==> src/verilog/vsl_pkg.sv <==
// shared constants, field layouts and coding functions of the video serializer link
package vsl_pkg;
    // clock and rates, in kHz
    localparam int REF_KHZ = 250000; // ref_clk, 4 ns
    localparam int PCLK_MAX_KHZ = 85000;
    localparam int LEG_MAX_KHZ = 65000;
    localparam int LF_EDGE_KHZ = 15000;
    localparam int PCLK_MIN_KHZ = 5000;
    localparam int LOSS_KHZ = 1000;
    localparam int BC_KBPS = 10000; // back channel line rate
    // periods in ref cycles derived from the rates
    localparam int CYC_MAX = REF_KHZ / PCLK_MAX_KHZ;
    localparam int CYC_LEG = REF_KHZ / LEG_MAX_KHZ;
    localparam int CYC_LF = REF_KHZ / LF_EDGE_KHZ;
    localparam int CYC_MIN = REF_KHZ / PCLK_MIN_KHZ;
    localparam int CYC_LOSS = REF_KHZ / LOSS_KHZ;
    localparam int BC_DIV = REF_KHZ / BC_KBPS;
    // symbol layout
    localparam int SYM_W = 35;
    localparam int PAY_W = 34;
    localparam int LEG_W = 28;
    localparam int PIX_W = 24;
    localparam int CTL_W = 4;
    localparam int AUD_W = 3;
    localparam int LFSR_W = 16;
    localparam logic [LFSR_W-1:0] LFSR_SEED = 16'hace1;
    localparam logic [LFSR_W-1:0] LFSR_TAPS = 16'hd008;
    // back channel frame: {intLow, gpio, ctl, crc}
    localparam int GPIO_W = 4;
    localparam int BCTL_W = 8;
    localparam int CRC_W = 4;
    localparam int BC_DATA_W = 1 + GPIO_W + BCTL_W;
    localparam int BC_FRM_W = BC_DATA_W + CRC_W;
    localparam int BC_TO_CYC = 2 * BC_FRM_W * BC_DIV;
    // control signal filter
    localparam int FLT_WIN = 130;
    localparam int FLT_MINP = 3;
    localparam int FLT_LIM_DH = 2;
    localparam int FLT_LIM_VS = 1;
    localparam int FAULT_W = 6;
    // register offsets and fields
    localparam logic [7:0] REG_PWR = 8'h01;
    localparam logic [7:0] REG_CFG = 8'h03;
    localparam logic [7:0] REG_LF = 8'h04;
    localparam logic [7:0] REG_STAT = 8'h0c;
    localparam logic [7:0] REG_RGPIO = 8'h1c;
    localparam logic [7:0] REG_RCTL = 8'h1d;
    localparam logic [7:0] REG_INTCFG = 8'hc6;
    localparam logic [7:0] REG_ISR = 8'hc7;
    localparam int PWR_AUTOPD = 7;
    localparam int CFG_EDGE = 0;
    localparam int CFG_COMPAT = 1;
    localparam int CFG_FILT = 2;
    localparam int CFG_SLEEP = 3;
    localparam int INT_EN_HI = 5;
    localparam int INT_EN_LO = 0;
    localparam logic [7:0] CFG_RST = 8'h05; // rising edge, filter on
    localparam logic [1:0] LF_RST = 2'h0;

    // scrambler step
    function automatic logic [LFSR_W-1:0] vsl_lfsr_next(input logic [LFSR_W-1:0] s);
        return {s[LFSR_W-2:0], ^(s & LFSR_TAPS)};
    endfunction

    // scrambler mask across the payload
    function automatic logic [PAY_W-1:0] vsl_mask(input logic [LFSR_W-1:0] s);
        return {s[PAY_W-2*LFSR_W-1:0], s, s};
    endfunction

    // ones count for the balance decision
    function automatic logic [5:0] vsl_ones(input logic [PAY_W-1:0] w);
        logic [5:0] n;
        n = 6'h00;
        for (int i = 0; i < PAY_W; i++) begin
            n = n + {5'h00, w[i]};
        end
        return n;
    endfunction

    // bit-fold check of the back channel frame
    function automatic logic [CRC_W-1:0] vsl_crc(input logic [BC_DATA_W-1:0] d);
        logic [CRC_W-1:0] c;
        c = 4'h0;
        for (int i = 0; i < BC_DATA_W; i++) begin
            c[i % CRC_W] = c[i % CRC_W] ^ d[i];
        end
        return c;
    endfunction
endpackage

==> src/verilog/vsl_link_if.sv <==
// link between serializer and deserializer: forward symbols and slow return channel
`timescale 1ns/1ps
`default_nettype none
interface vsl_link_if;
    import vsl_pkg::*;
    logic [SYM_W-1:0] fwdSym; // forward_channel symbol
    logic fwdStb; // one symbol per pixel clock
    logic fwdLegacy; // 28-bit legacy framing
    logic linkOn; // serializer transmitting
    logic backBit; // slow_return_channel data bit
    logic backStb; // one bit per strobe
    logic backFrm; // first bit of a frame
    modport ser (output fwdSym, output fwdStb, output fwdLegacy, output linkOn,
        input backBit, input backStb, input backFrm);
    modport des (input fwdSym, input fwdStb, input fwdLegacy, input linkOn,
        output backBit, output backStb, output backFrm);
endinterface
`default_nettype wire

==> src/verilog/vsl_serializer.sv <==
// serializer end: framing, control signal filter, power, clock watch and interrupt relay
`timescale 1ns/1ps
`default_nettype none
module vsl_serializer
    import vsl_pkg::*;
(
    input wire logic ref_clk,
    input wire logic srst,
    input wire logic power_down_n,
    input wire logic pixClk,
    input wire logic [PIX_W-1:0] pixData,
    input wire logic data_enable,
    input wire logic horizontal_sync,
    input wire logic vertical_sync,
    input wire logic [CTL_W-1:0] ctlBits,
    input wire logic [AUD_W-1:0] audioBits,
    input wire logic cfgLowFreq,
    input wire logic cfgBackCompat,
    input wire logic [FAULT_W-1:0] linkFault,
    input wire logic [7:0] regAddr,
    input wire logic [7:0] regWdata,
    input wire logic regWr,
    input wire logic regRd,
    output logic [7:0] regRdata,
    output logic interrupt_out_n,
    vsl_link_if.ser link
);
    ////////////////////////////////////////////////////////////////////////
    // pin synchronisers
    localparam int AS_W = PIX_W + CTL_W + AUD_W + 3 + 4 + FAULT_W;
    logic [AS_W-1:0] as1_r; // first stage, read only by as2_r
    logic [AS_W-1:0] as2_r;
    logic pclkD_r; // third stage for edge finding
    always_ff @(posedge ref_clk) begin
        as1_r <= {power_down_n, pixClk, cfgLowFreq, cfgBackCompat, linkFault,
            audioBits, ctlBits, vertical_sync, horizontal_sync, data_enable, pixData};
        as2_r <= as1_r;
        pclkD_r <= as2_r[AS_W-2];
    end
    logic pdnS;
    logic pclkS;
    logic lfPin;
    logic compatPin;
    logic [FAULT_W-1:0] faultS;
    logic [PAY_W-1:0] payIn; // {audio, ctl, vs, hs, de, pixel}
    assign {pdnS, pclkS, lfPin, compatPin, faultS} = as2_r[AS_W-1:PAY_W];
    assign payIn = as2_r[PAY_W-1:0];

    ////////////////////////////////////////////////////////////////////////
    // registers
    logic [7:0] cfg_r;
    logic [1:0] lf_r;
    logic autoPd_r;
    logic [1:0] intEn_r; // {hi, lo} enable bits
    logic intN_r; // interrupt_out_n
    logic [GPIO_W-1:0] rGpio_r;
    logic [BCTL_W-1:0] rCtl_r;
    logic lfEff_r; // low frequency mode in force
    logic pclkLost_r;
    logic freqOk_r;
    logic crcErr_r;
    logic remPowered;
    logic lowPower;
    logic compat;
    logic fwReset; // framing reset: bus reset or power-down pin
    assign compat = cfg_r[CFG_COMPAT] | compatPin;
    assign fwReset = srst | ~pdnS;

    // software-written fields; no clock-loss term touches them
    always_ff @(posedge ref_clk) begin
        if (srst) begin
            cfg_r <= CFG_RST;
            lf_r <= LF_RST;
            autoPd_r <= 1'b0;
            intEn_r <= 2'h0;
        end else if (regWr) begin
            if (regAddr == REG_CFG) cfg_r <= regWdata;
            if (regAddr == REG_LF) lf_r <= regWdata[1:0];
            if (regAddr == REG_PWR) autoPd_r <= regWdata[PWR_AUTOPD];
            if (regAddr == REG_INTCFG) intEn_r <= {regWdata[INT_EN_HI], regWdata[INT_EN_LO]};
        end
    end

    // new low frequency setting only takes hold at a power-down release
    always_ff @(posedge ref_clk) begin
        if (srst) begin
            lfEff_r <= 1'b0;
        end else if (~pdnS) begin
            lfEff_r <= (lf_r != 2'h0) | lfPin;
        end
    end

    // read data, one cycle after the strobe
    always_ff @(posedge ref_clk) begin
        if (srst) begin
            regRdata <= 8'h00;
        end else if (regRd) begin
            unique case (regAddr)
                REG_PWR: regRdata <= {autoPd_r, 7'h00};
                REG_CFG: regRdata <= cfg_r;
                REG_LF: regRdata <= {6'h00, lf_r};
                REG_STAT: regRdata <= {2'h0, lowPower, crcErr_r, remPowered, freqOk_r, pclkLost_r,
                    ~|faultS};
                REG_RGPIO: regRdata <= {4'h0, rGpio_r};
                REG_RCTL: regRdata <= rCtl_r;
                REG_INTCFG: regRdata <= {2'h0, intEn_r[1], 4'h0, intEn_r[0]};
                REG_ISR: regRdata <= {7'h00, ~intN_r};
                default: regRdata <= 8'h00; // unmapped
            endcase
        end else begin
            regRdata <= 8'h00;
        end
    end

    ////////////////////////////////////////////////////////////////////////
    // pixel clock edges, loss and range watch
    logic pixStb;
    logic [8:0] perCnt_r; // ref cycles since last rising edge
    assign pixStb = cfg_r[CFG_EDGE] ? (pclkS & ~pclkD_r) : (~pclkS & pclkD_r);
    always_ff @(posedge ref_clk) begin
        if (fwReset) begin
            perCnt_r <= 9'h000;
            pclkLost_r <= 1'b1;
            freqOk_r <= 1'b0;
        end else if (pclkS & ~pclkD_r) begin
            perCnt_r <= 9'h001;
            pclkLost_r <= 1'b0;
            // bands are whole-cycle approximations of the limits
            if (lfEff_r) begin
                freqOk_r <= perCnt_r > 9'(CYC_LF) && perCnt_r <= 9'(CYC_MIN);
            end else begin
                freqOk_r <= perCnt_r >= 9'(compat ? CYC_LEG : CYC_MAX) && perCnt_r <= 9'(CYC_LF);
            end
        end else if (perCnt_r >= 9'(CYC_LOSS)) begin
            pclkLost_r <= 1'b1;
            freqOk_r <= 1'b0;
        end else begin
            perCnt_r <= perCnt_r + 9'h001;
        end
    end

    ////////////////////////////////////////////////////////////////////////
    // video control signal filter, index 0 de, 1 hs, 2 vs
    logic [2:0] ctlRaw;
    logic [2:0] ctlOut;
    assign ctlRaw = payIn[PIX_W+2:PIX_W];
    for (genvar g = 0; g < 3; g++) begin : gFilt
        logic prev_r;
        logic out_r;
        logic [7:0] stab_r; // pixel clocks the raw level has held
        logic [7:0] win_r; // pixel clocks into the transition window
        logic [1:0] tr_r; // transitions passed in this window
        logic [7:0] minP;
        logic [1:0] lim;
        assign minP = (g < 2 && cfg_r[CFG_FILT]) ? 8'(FLT_MINP) : 8'h01;
        assign lim = (g == 2) ? 2'(FLT_LIM_VS) : 2'(FLT_LIM_DH);
        assign ctlOut[g] = out_r;
        always_ff @(posedge ref_clk) begin
            if (fwReset) begin
                prev_r <= 1'b0;
                out_r <= 1'b0;
                stab_r <= 8'h00;
                win_r <= 8'h00;
                tr_r <= 2'h0;
            end else if (pixStb) begin
                prev_r <= ctlRaw[g];
                stab_r <= (ctlRaw[g] != prev_r) ? 8'h01 : (stab_r == 8'hff ? stab_r : stab_r + 8'h01);
                if (tr_r != 2'h0) begin
                    win_r <= (win_r == 8'(FLT_WIN - 1)) ? 8'h00 : win_r + 8'h01;
                end
                if (ctlRaw[g] != out_r && (ctlRaw[g] != prev_r ? 8'h01 : stab_r + 8'h01) >= minP
                        && tr_r < lim && win_r != 8'(FLT_WIN - 1)) begin
                    out_r <= ctlRaw[g];
                    tr_r <= tr_r + 2'h1;
                end else if (win_r == 8'(FLT_WIN - 1)) begin
                    tr_r <= 2'h0; // window closes
                end
            end
        end
    end

    ////////////////////////////////////////////////////////////////////////
    // forward framing
    logic [LFSR_W-1:0] lfsr_r;
    logic rdPos_r; // running disparity sign
    logic [PAY_W-1:0] scr;
    logic [PAY_W-1:0] legPay;
    logic [PAY_W-1:0] word;
    logic inv;
    logic linkOn;
    assign linkOn = pdnS & ~lowPower & ~(cfg_r[CFG_SLEEP] & pclkLost_r);
    assign scr = {payIn[PAY_W-1:PIX_W+3], ctlOut, payIn[PIX_W-1:0]} ^ vsl_mask(lfsr_r);
    assign legPay = {7'h00, ctlOut, payIn[PIX_W-1:0]};
    assign word = compat ? legPay : scr;
    assign inv = (vsl_ones(word) > 6'((compat ? LEG_W - 1 : PAY_W) / 2)) == rdPos_r;
    always_ff @(posedge ref_clk) begin
        if (fwReset || !linkOn) begin
            lfsr_r <= LFSR_SEED;
            rdPos_r <= 1'b0;
            link.fwdSym <= '0;
            link.fwdStb <= 1'b0;
            link.fwdLegacy <= 1'b0;
            link.linkOn <= 1'b0;
        end else begin
            link.linkOn <= 1'b1;
            link.fwdStb <= pixStb;
            if (pixStb) begin
                link.fwdLegacy <= compat;
                rdPos_r <= rdPos_r ^ (vsl_ones(word) != 6'((compat ? LEG_W - 1 : PAY_W) / 2) && !inv);
                if (compat) begin
                    link.fwdSym <= {7'h00, inv, inv ? ~legPay[LEG_W-2:0] : legPay[LEG_W-2:0]};
                end else begin
                    lfsr_r <= vsl_lfsr_next(lfsr_r);
                    link.fwdSym <= {inv, inv ? ~scr : scr};
                end
            end
        end
    end

    ////////////////////////////////////////////////////////////////////////
    // return channel receiver and far-end power watch
    logic [BC_FRM_W-2:0] bsh_r;
    logic [4:0] bIdx_r;
    logic [10:0] toCnt_r; // cycles since last good frame
    logic remIntLow_r;
    logic intEdge;
    logic [BC_FRM_W-1:0] frm;
    assign frm = {bsh_r, link.backBit};
    assign remPowered = toCnt_r < 11'(BC_TO_CYC);
    assign lowPower = autoPd_r & ~remPowered;
    assign intEdge = link.backStb && bIdx_r == 5'(BC_FRM_W - 1)
        && frm[CRC_W-1:0] == vsl_crc(frm[BC_FRM_W-1:CRC_W]) && frm[BC_FRM_W-1] && !remIntLow_r;
    always_ff @(posedge ref_clk) begin
        if (srst) begin
            bsh_r <= '0;
            bIdx_r <= 5'h00;
            toCnt_r <= 11'(BC_TO_CYC);
            remIntLow_r <= 1'b0;
            rGpio_r <= '0;
            rCtl_r <= '0;
            crcErr_r <= 1'b0;
        end else begin
            if (toCnt_r < 11'(BC_TO_CYC)) toCnt_r <= toCnt_r + 11'h001;
            if (link.backStb) begin
                bsh_r <= frm[BC_FRM_W-2:0];
                bIdx_r <= link.backFrm ? 5'h01 : (bIdx_r == 5'(BC_FRM_W - 1) ? 5'h00 : bIdx_r + 5'h01);
                if (!link.backFrm && bIdx_r == 5'(BC_FRM_W - 1)) begin
                    if (frm[CRC_W-1:0] == vsl_crc(frm[BC_FRM_W-1:CRC_W])) begin
                        toCnt_r <= 11'h000;
                        crcErr_r <= 1'b0;
                        {remIntLow_r, rGpio_r, rCtl_r} <= frm[BC_FRM_W-1:CRC_W];
                    end else begin
                        crcErr_r <= 1'b1;
                    end
                end
            end
        end
    end

    ////////////////////////////////////////////////////////////////////////
    // interrupt relay: new remote request sets, status read clears, set wins
    always_ff @(posedge ref_clk) begin
        if (srst) begin
            intN_r <= 1'b1;
        end else if (intEdge && intEn_r == 2'h3) begin
            intN_r <= 1'b0;
        end else if (regRd && regAddr == REG_ISR) begin
            intN_r <= 1'b1;
        end
    end
    assign interrupt_out_n = intN_r;
endmodule
`default_nettype wire

==> src/flat_wrapper.sv <==
// flat-port wrapper written by rule: the top's interface ports become plain ports
module vsl_serializer_flat import vsl_pkg::*;
  (ref_clk, srst, power_down_n, pixClk, pixData, data_enable, horizontal_sync, vertical_sync, ctlBits, audioBits, cfgLowFreq, cfgBackCompat, linkFault, regAddr, regWdata, regWr, regRd, regRdata, interrupt_out_n, link_fwdSym, link_fwdStb, link_fwdLegacy, link_linkOn, link_backBit, link_backStb, link_backFrm);
  vsl_link_if link_i ();
  input wire logic ref_clk;
  input wire logic srst;
  input wire logic power_down_n;
  input wire logic pixClk;
  input wire logic [PIX_W-1:0] pixData;
  input wire logic data_enable;
  input wire logic horizontal_sync;
  input wire logic vertical_sync;
  input wire logic [CTL_W-1:0] ctlBits;
  input wire logic [AUD_W-1:0] audioBits;
  input wire logic cfgLowFreq;
  input wire logic cfgBackCompat;
  input wire logic [FAULT_W-1:0] linkFault;
  input wire logic [7:0] regAddr;
  input wire logic [7:0] regWdata;
  input wire logic regWr;
  input wire logic regRd;
  output logic [7:0] regRdata;
  output logic interrupt_out_n;
  output wire logic [$bits(link_i.fwdSym)-1:0] link_fwdSym;
  output wire logic [$bits(link_i.fwdStb)-1:0] link_fwdStb;
  output wire logic [$bits(link_i.fwdLegacy)-1:0] link_fwdLegacy;
  output wire logic [$bits(link_i.linkOn)-1:0] link_linkOn;
  input wire logic [$bits(link_i.backBit)-1:0] link_backBit;
  input wire logic [$bits(link_i.backStb)-1:0] link_backStb;
  input wire logic [$bits(link_i.backFrm)-1:0] link_backFrm;
  assign link_fwdSym = link_i.fwdSym;
  assign link_fwdStb = link_i.fwdStb;
  assign link_fwdLegacy = link_i.fwdLegacy;
  assign link_linkOn = link_i.linkOn;
  assign link_i.backBit = link_backBit;
  assign link_i.backStb = link_backStb;
  assign link_i.backFrm = link_backFrm;
  vsl_serializer u_core (.ref_clk(ref_clk), .srst(srst), .power_down_n(power_down_n), .pixClk(pixClk), .pixData(pixData), .data_enable(data_enable), .horizontal_sync(horizontal_sync), .vertical_sync(vertical_sync), .ctlBits(ctlBits), .audioBits(audioBits), .cfgLowFreq(cfgLowFreq), .cfgBackCompat(cfgBackCompat), .linkFault(linkFault), .regAddr(regAddr), .regWdata(regWdata), .regWr(regWr), .regRd(regRd), .regRdata(regRdata), .interrupt_out_n(interrupt_out_n), .link(link_i));
endmodule
==> config.mk <==
export PLATFORM = sky130hd
export DESIGN_NAME = vsl_serializer_flat
export DESIGN_NICKNAME = d
export VERILOG_FILES = /design/src/verilog/vsl_pkg.sv /design/src/verilog/vsl_link_if.sv /design/src/verilog/vsl_serializer.sv /design/src/flat_wrapper.sv
export SDC_FILE = /design/constraint.sdc
export NUM_CORES = 1
export LEC_CHECK = 0
export ABC_CLOCK_PERIOD_IN_PS = 9500
export BUFFER_PORTS_ARGS = -buffer_cell sky130_fd_sc_hd__buf_2
export CORE_MARGIN = 1.5
export CORE_UTILIZATION = 35
export CTS_CLUSTER_DIAMETER = 80
export DETAILED_ROUTE_END_ITERATION = 10
export SYNTH_ARGS = -nofsm -noshare
export SYNTH_HDL_FRONTEND = slang
export SYNTH_SLANG_ARGS = --single-unit
==> constraint.sdc <==
create_clock -name ref_clk -period 9.5 [get_ports ref_clk]
set_input_delay 0 -clock ref_clk [delete_from_list [all_inputs] [get_ports ref_clk]]
set_output_delay 0 -clock ref_clk [all_outputs]
set_load 0.02 [all_outputs]
==> impl_table.tex <==
\begin{tabular}{lr}
\hline
Metric & Value \\
\hline
\multicolumn{2}{l}{\textbf{Routing}} \\
\quad Final Routed Wirelength & 28300 um \\
\quad DRC & 0 \\
\quad Via total after detailed routing & 9410 \\
\quad Number of nets still failing antenna checks after routing & 0 \\
\quad Drt first-iter violations & 595 \\
\quad Average detailed-routed wire length per instance & 14.8 um \\
\quad Vias/cell & 4.93 \\
\quad Length of the first detailed-routing pass in iterations & 6 \\
\multicolumn{2}{l}{\textbf{Hold path}} \\
\quad Class of the most critical hold timing path & in -> reg \\
\multicolumn{2}{l}{\textbf{Clock tree}} \\
\quad Htree depth & 1 \\
\quad Clock-pin slew on the worst setup and hold paths & 0.06 ns \\
\quad Number of buffers created by CTS & 30 \\
\quad CTS max path bufs & 3 \\
\quad CTS tree & yes \\
\quad Total of cells resized after clock tree synthesis & 0 \\
\quad Clk Tree Root Cell & sky130\_fd\_sc\_hd\_\_clkbuf\_16 \\
\quad Insertion delay to the later sink of the worst-skew pair & 0.57 ns \\
\quad Clock sink count & 284 \\
\multicolumn{2}{l}{\textbf{Synthesis}} \\
\quad Most used flip-flop cell after synthesis & sky130\_fd\_sc\_hd\_\_dfxtp\_1 \\
\quad Synth Net Count & 1378 \\
\quad Total number of yosys warnings & 0 \\
\quad Number of enable-type register cells in the synthesized netlist & 0 \\
\quad Sequential element share of the synthesized area & 45.2\% \\
\quad Library cells used by synthesis & 71 \\
\quad Count of state elements after synthesis & 284 \\
\quad Netlist area before placement & 12600 sq um \\
\quad Post-synth ARST share & 0\% \\
\quad Syn Inst Count & 1254 \\
\quad Average cell area after synthesis & 10.0 sq um \\
\multicolumn{2}{l}{\textbf{STA}} \\
\quad Tcrit/Tclk final & 86.2\% \\
\quad Final number of setup-violating endpoints & 0 \\
\quad Maximum clock skew at final layout & 0.0246 ns \\
\quad Pins over their slew limit & 0 \\
\quad Unrepaired setup endpoints after global routing & no \\
\quad Worst-margin pin slew & 1.13 ns \\
\quad Setup Total Neg Slack & 0 ns \\
\quad Worst hold slack across all endpoints & 0.0277 ns \\
\quad Total count of hold-check failures in the final report & 0 \\
\quad Slew HR & 24.1\% \\
\quad Post-layout min period & 8.19 ns \\
\quad Max frequency & 122 MHz \\
\multicolumn{2}{l}{\textbf{Cells and area}} \\
\quad Final design utilization & 43.1\% \\
\quad Area growth from synthesis to layout & 21.6\% \\
\quad \# nets final & 1548 \\
\quad Filler Cell Count & 3335 \\
\quad Antenna diode count & 0 \\
\quad Share of final-layout standard cells stronger than drive strength 1 & 13.3\% \\
\multicolumn{2}{l}{\textbf{Critical path}} \\
\quad Capturing element type of the critical path & flop \\
\quad Crit start category & flop \\
\quad CP max FO & 24 \\
\quad Delay-heaviest family, CP & adder cells \\
\quad Crit-path slowest cell & sky130\_fd\_sc\_hd\_\_and2\_1 \\
\quad Worst path bufs/invs & 6 \\
\quad Arrival time at the worst endpoint & 8.65 ns \\
\quad Data required time at the worst endpoint & 9.96 ns \\
\quad Start-to-end type of the worst setup path & reg -> reg \\
\quad Cell mode on critical path & sky130\_fd\_sc\_hd\_\_fa\_1 \\
\quad Largest stage delay on the critical path & 0.65 ns \\
\multicolumn{2}{l}{\textbf{Global routing}} \\
\quad Antenna violations before repair & 0 \\
\quad Pin count of the biggest net entering global routing & 65 \\
\quad Overall overflow remaining after global route & 0 \\
\quad Overall fraction of global-route tracks in use & 15.4\% \\
\quad Via count of the first global-routing pass & 9081 \\
\quad First-pass GRT wire length & 46600 um \\
\multicolumn{2}{l}{\textbf{Floorplan}} \\
\quad Effective utilization at floorplan & 35.5\% \\
\quad Die H & 193 um \\
\quad FP Rows & 69 \\
\quad Die span in x & 193 um \\
\quad Core region area & 35500 sq um \\
\quad Count of pins on the block boundary & 114 \\
\quad Die outline area & 37100 sq um \\
\multicolumn{2}{l}{\textbf{Run status}} \\
\quad Outcome & complete, no violations \\
\multicolumn{2}{l}{\textbf{Placement}} \\
\quad Final weighted congestion in routability-driven placement & 0.845 \\
\quad Final HPWL DP & 19300 um \\
\quad Number of buffers added on ports & 113 \\
\multicolumn{2}{l}{\textbf{Pwr}} \\
\quad Power per cell area & 363 nW/um\^{}2 \\
\quad Worst IR Drop VDD & 642 uV \\
\quad Leak pwr & 6.33 nW \\
\multicolumn{2}{l}{\textbf{Flow run}} \\
\quad Number of maximum-capacitance constraint violations & 0 \\
\hline
\end{tabular}
==> kinds of logic (layout without fill, tap and decap cells) <==
| family | after synthesis | after routing | synth area share, % |
|---|---|---|---|
| simple gates | 407 | 407 | 15.5 |
| flops | 284 | 284 | 45.2 |
| compound gates | 231 | 231 | 12.3 |
| xor+xnor | 135 | 135 | 13.1 |
| buf+inv | 101 | 295 | 3.48 |
| fa+ha+maj | 57 | 57 | 7.22 |
| mux | 39 | 39 | 3.14 |
==> metrics by stage <==
stage	total power, mW	setup slack [ns]	instances	cell area, sq um
2_1_floorplan	3.80	2.34	1254	12600
3_3_place_gp	4.18	1.42	1788	13600
3_5_place_dp	4.30	1.29	1788	13600
4_1_cts	5.56	1.29	1909	15300
5_1_grt	5.85	0.813	1909	15300
6_report	5.55	1.31	1909	15300
==> final cells by class <==
cell class,instances,area (sq um),area share [%]
clock inverter,24,294,1.92
clock buffer,32,768,5.02
tap,461,577,3.77
inverter,48,180,1.18
multi-input combinational,869,6470,42.3
timing repair buffer,191,1330,8.67
sequential,284,5690,37.2
==> state kept, by name, summed over array words and instances, names as in the netlist, 8 cells and up, named ones only <==
name                 count
u_core.cfg_r             8
u_core.gFilt.win_r      24
u_core.link.fwdSym      35
u_core.as1_r            44
u_core.gFilt.stab_r     24
u_core.rCtl_r            8
u_core.as2_r            44
u_core.regRdata          8
u_core.toCnt_r          11
u_core.perCnt_r          9
u_core.lfsr_r           16
u_core.bsh_r            16
==> cells in the mapped netlist (4+ instances only) <==
cell	instances	share of area, %
sky130_fd_sc_hd__nand4_1	16	0.80
sky130_fd_sc_hd__nor2_1	136	4.1
sky130_fd_sc_hd__a22o_1	36	2.5
sky130_fd_sc_hd__a31oi_1	9	0.45
sky130_fd_sc_hd__a211oi_1	12	0.72
sky130_fd_sc_hd__nand3b_1	8	0.48
sky130_fd_sc_hd__nor4_1	7	0.35
sky130_fd_sc_hd__a41oi_1	5	0.35
sky130_fd_sc_hd__nand2_1	98	2.9
sky130_fd_sc_hd__dfxtp_1	284	45
sky130_fd_sc_hd__o21bai_1	6	0.36
sky130_fd_sc_hd__nand2b_1	8	0.40
sky130_fd_sc_hd__a211o_1	6	0.42
sky130_fd_sc_hd__fa_1	26	4.1
sky130_fd_sc_hd__o21ai_0	41	1.6
sky130_fd_sc_hd__mux2i_1	35	2.8
sky130_fd_sc_hd__nor2b_1	6	0.30
sky130_fd_sc_hd__and3_1	19	0.94
sky130_fd_sc_hd__inv_1	48	1.4
sky130_fd_sc_hd__xor2_1	51	3.5
sky130_fd_sc_hd__nor3_1	29	1.2
sky130_fd_sc_hd__and2_1	16	0.80
sky130_fd_sc_hd__nand3_1	34	1.4
sky130_fd_sc_hd__buf_2	12	0.48
sky130_fd_sc_hd__buf_1	6	0.18
sky130_fd_sc_hd__xnor3_1	34	6.1
sky130_fd_sc_hd__a21o_1	4	0.24
sky130_fd_sc_hd__o31ai_1	4	0.24
sky130_fd_sc_hd__and4_1	4	0.28
sky130_fd_sc_hd__clkbuf_1	28	0.83
sky130_fd_sc_hd__nor3b_1	4	0.24
sky130_fd_sc_hd__or3_1	8	0.40
sky130_fd_sc_hd__a21oi_1	71	2.8
sky130_fd_sc_hd__mux2_2	4	0.36
sky130_fd_sc_hd__xnor2_1	50	3.5
sky130_fd_sc_hd__a222oi_1	5	0.40
sky130_fd_sc_hd__buf_6	4	0.36
sky130_fd_sc_hd__ha_1	31	3.1
==> report_power, final <==
| group | switching, mW | total, mW | internal (mW) | leakage [nW] |
|---|---|---|---|---|
| registers | 0.0278 | 1.27 | 1.24 | 2.33 |
| logic | 1.49 | 3.05 | 1.56 | 3.51 |
| clock network | 0.504 | 1.23 | 0.729 | 0.499 |
| total | 2.02 | 5.55 | 3.53 | 6.33 |
==> per-layer routing <==
layer	global-route usage, %	vias up	part of all wire (%)
met2	25.0	180	46
li1	-	4714	-
met5	0	-	0
met3	2.31	41	4.5
met4	4.03	0	2.1
met1	21.2	4475	47
==> cell usage in the layout, fill, tap and decap left out, drive strengths merged, types with 31 or more instances in the layout <==
cell and count:
dfxtp 284, nor2 136, buf 126, nand2 98
a21oi 71, dlygate4sd3 65, xor2 51, xnor2 50
inv 50, o21ai 41, a22o 36, mux2i 35
nand3 35, xnor3 34, clkbuf 32, ha 31
==> final timing paths <==
kind | startpoint | endpoint | slack, ns | cells after the start
worst max register to register | u_core.cfg_r[1]$_SDFFE_PP0P_ | u_core.link.fwdSym[8]$_SDFFE_PN0P_ | 1.31 | 28
worst min register to register | u_core.as1_r[3]$_DFF_P_ | u_core.as2_r[3]$_DFF_P_ | 0.32 | 0
worst min-delay path | regAddr[4] | u_core.lf_r[0]$_SDFFE_PP0P_ | 0.03 | 5
worst max-delay path | u_core.cfg_r[1]$_SDFFE_PP0P_ | u_core.link.fwdSym[8]$_SDFFE_PN0P_ | 1.31 | 28
==> worst register-to-register path, delay by kind of cell (launching register included) <==
family,cells,cell delay (ns)
simple gates,5,1.29
buf+inv,6,0.77
flops,1,0.33
xor+xnor,3,0.64
fa+ha+maj,10,4.47
compound gates,4,0.58
==> timing repair <==
item | in CTS | in global routing
setup buffers | 0 | 0
hold endpoints to repair | 66 | 0
hold buffers | 65 | 0
Power figures use the tool's default switching activity.
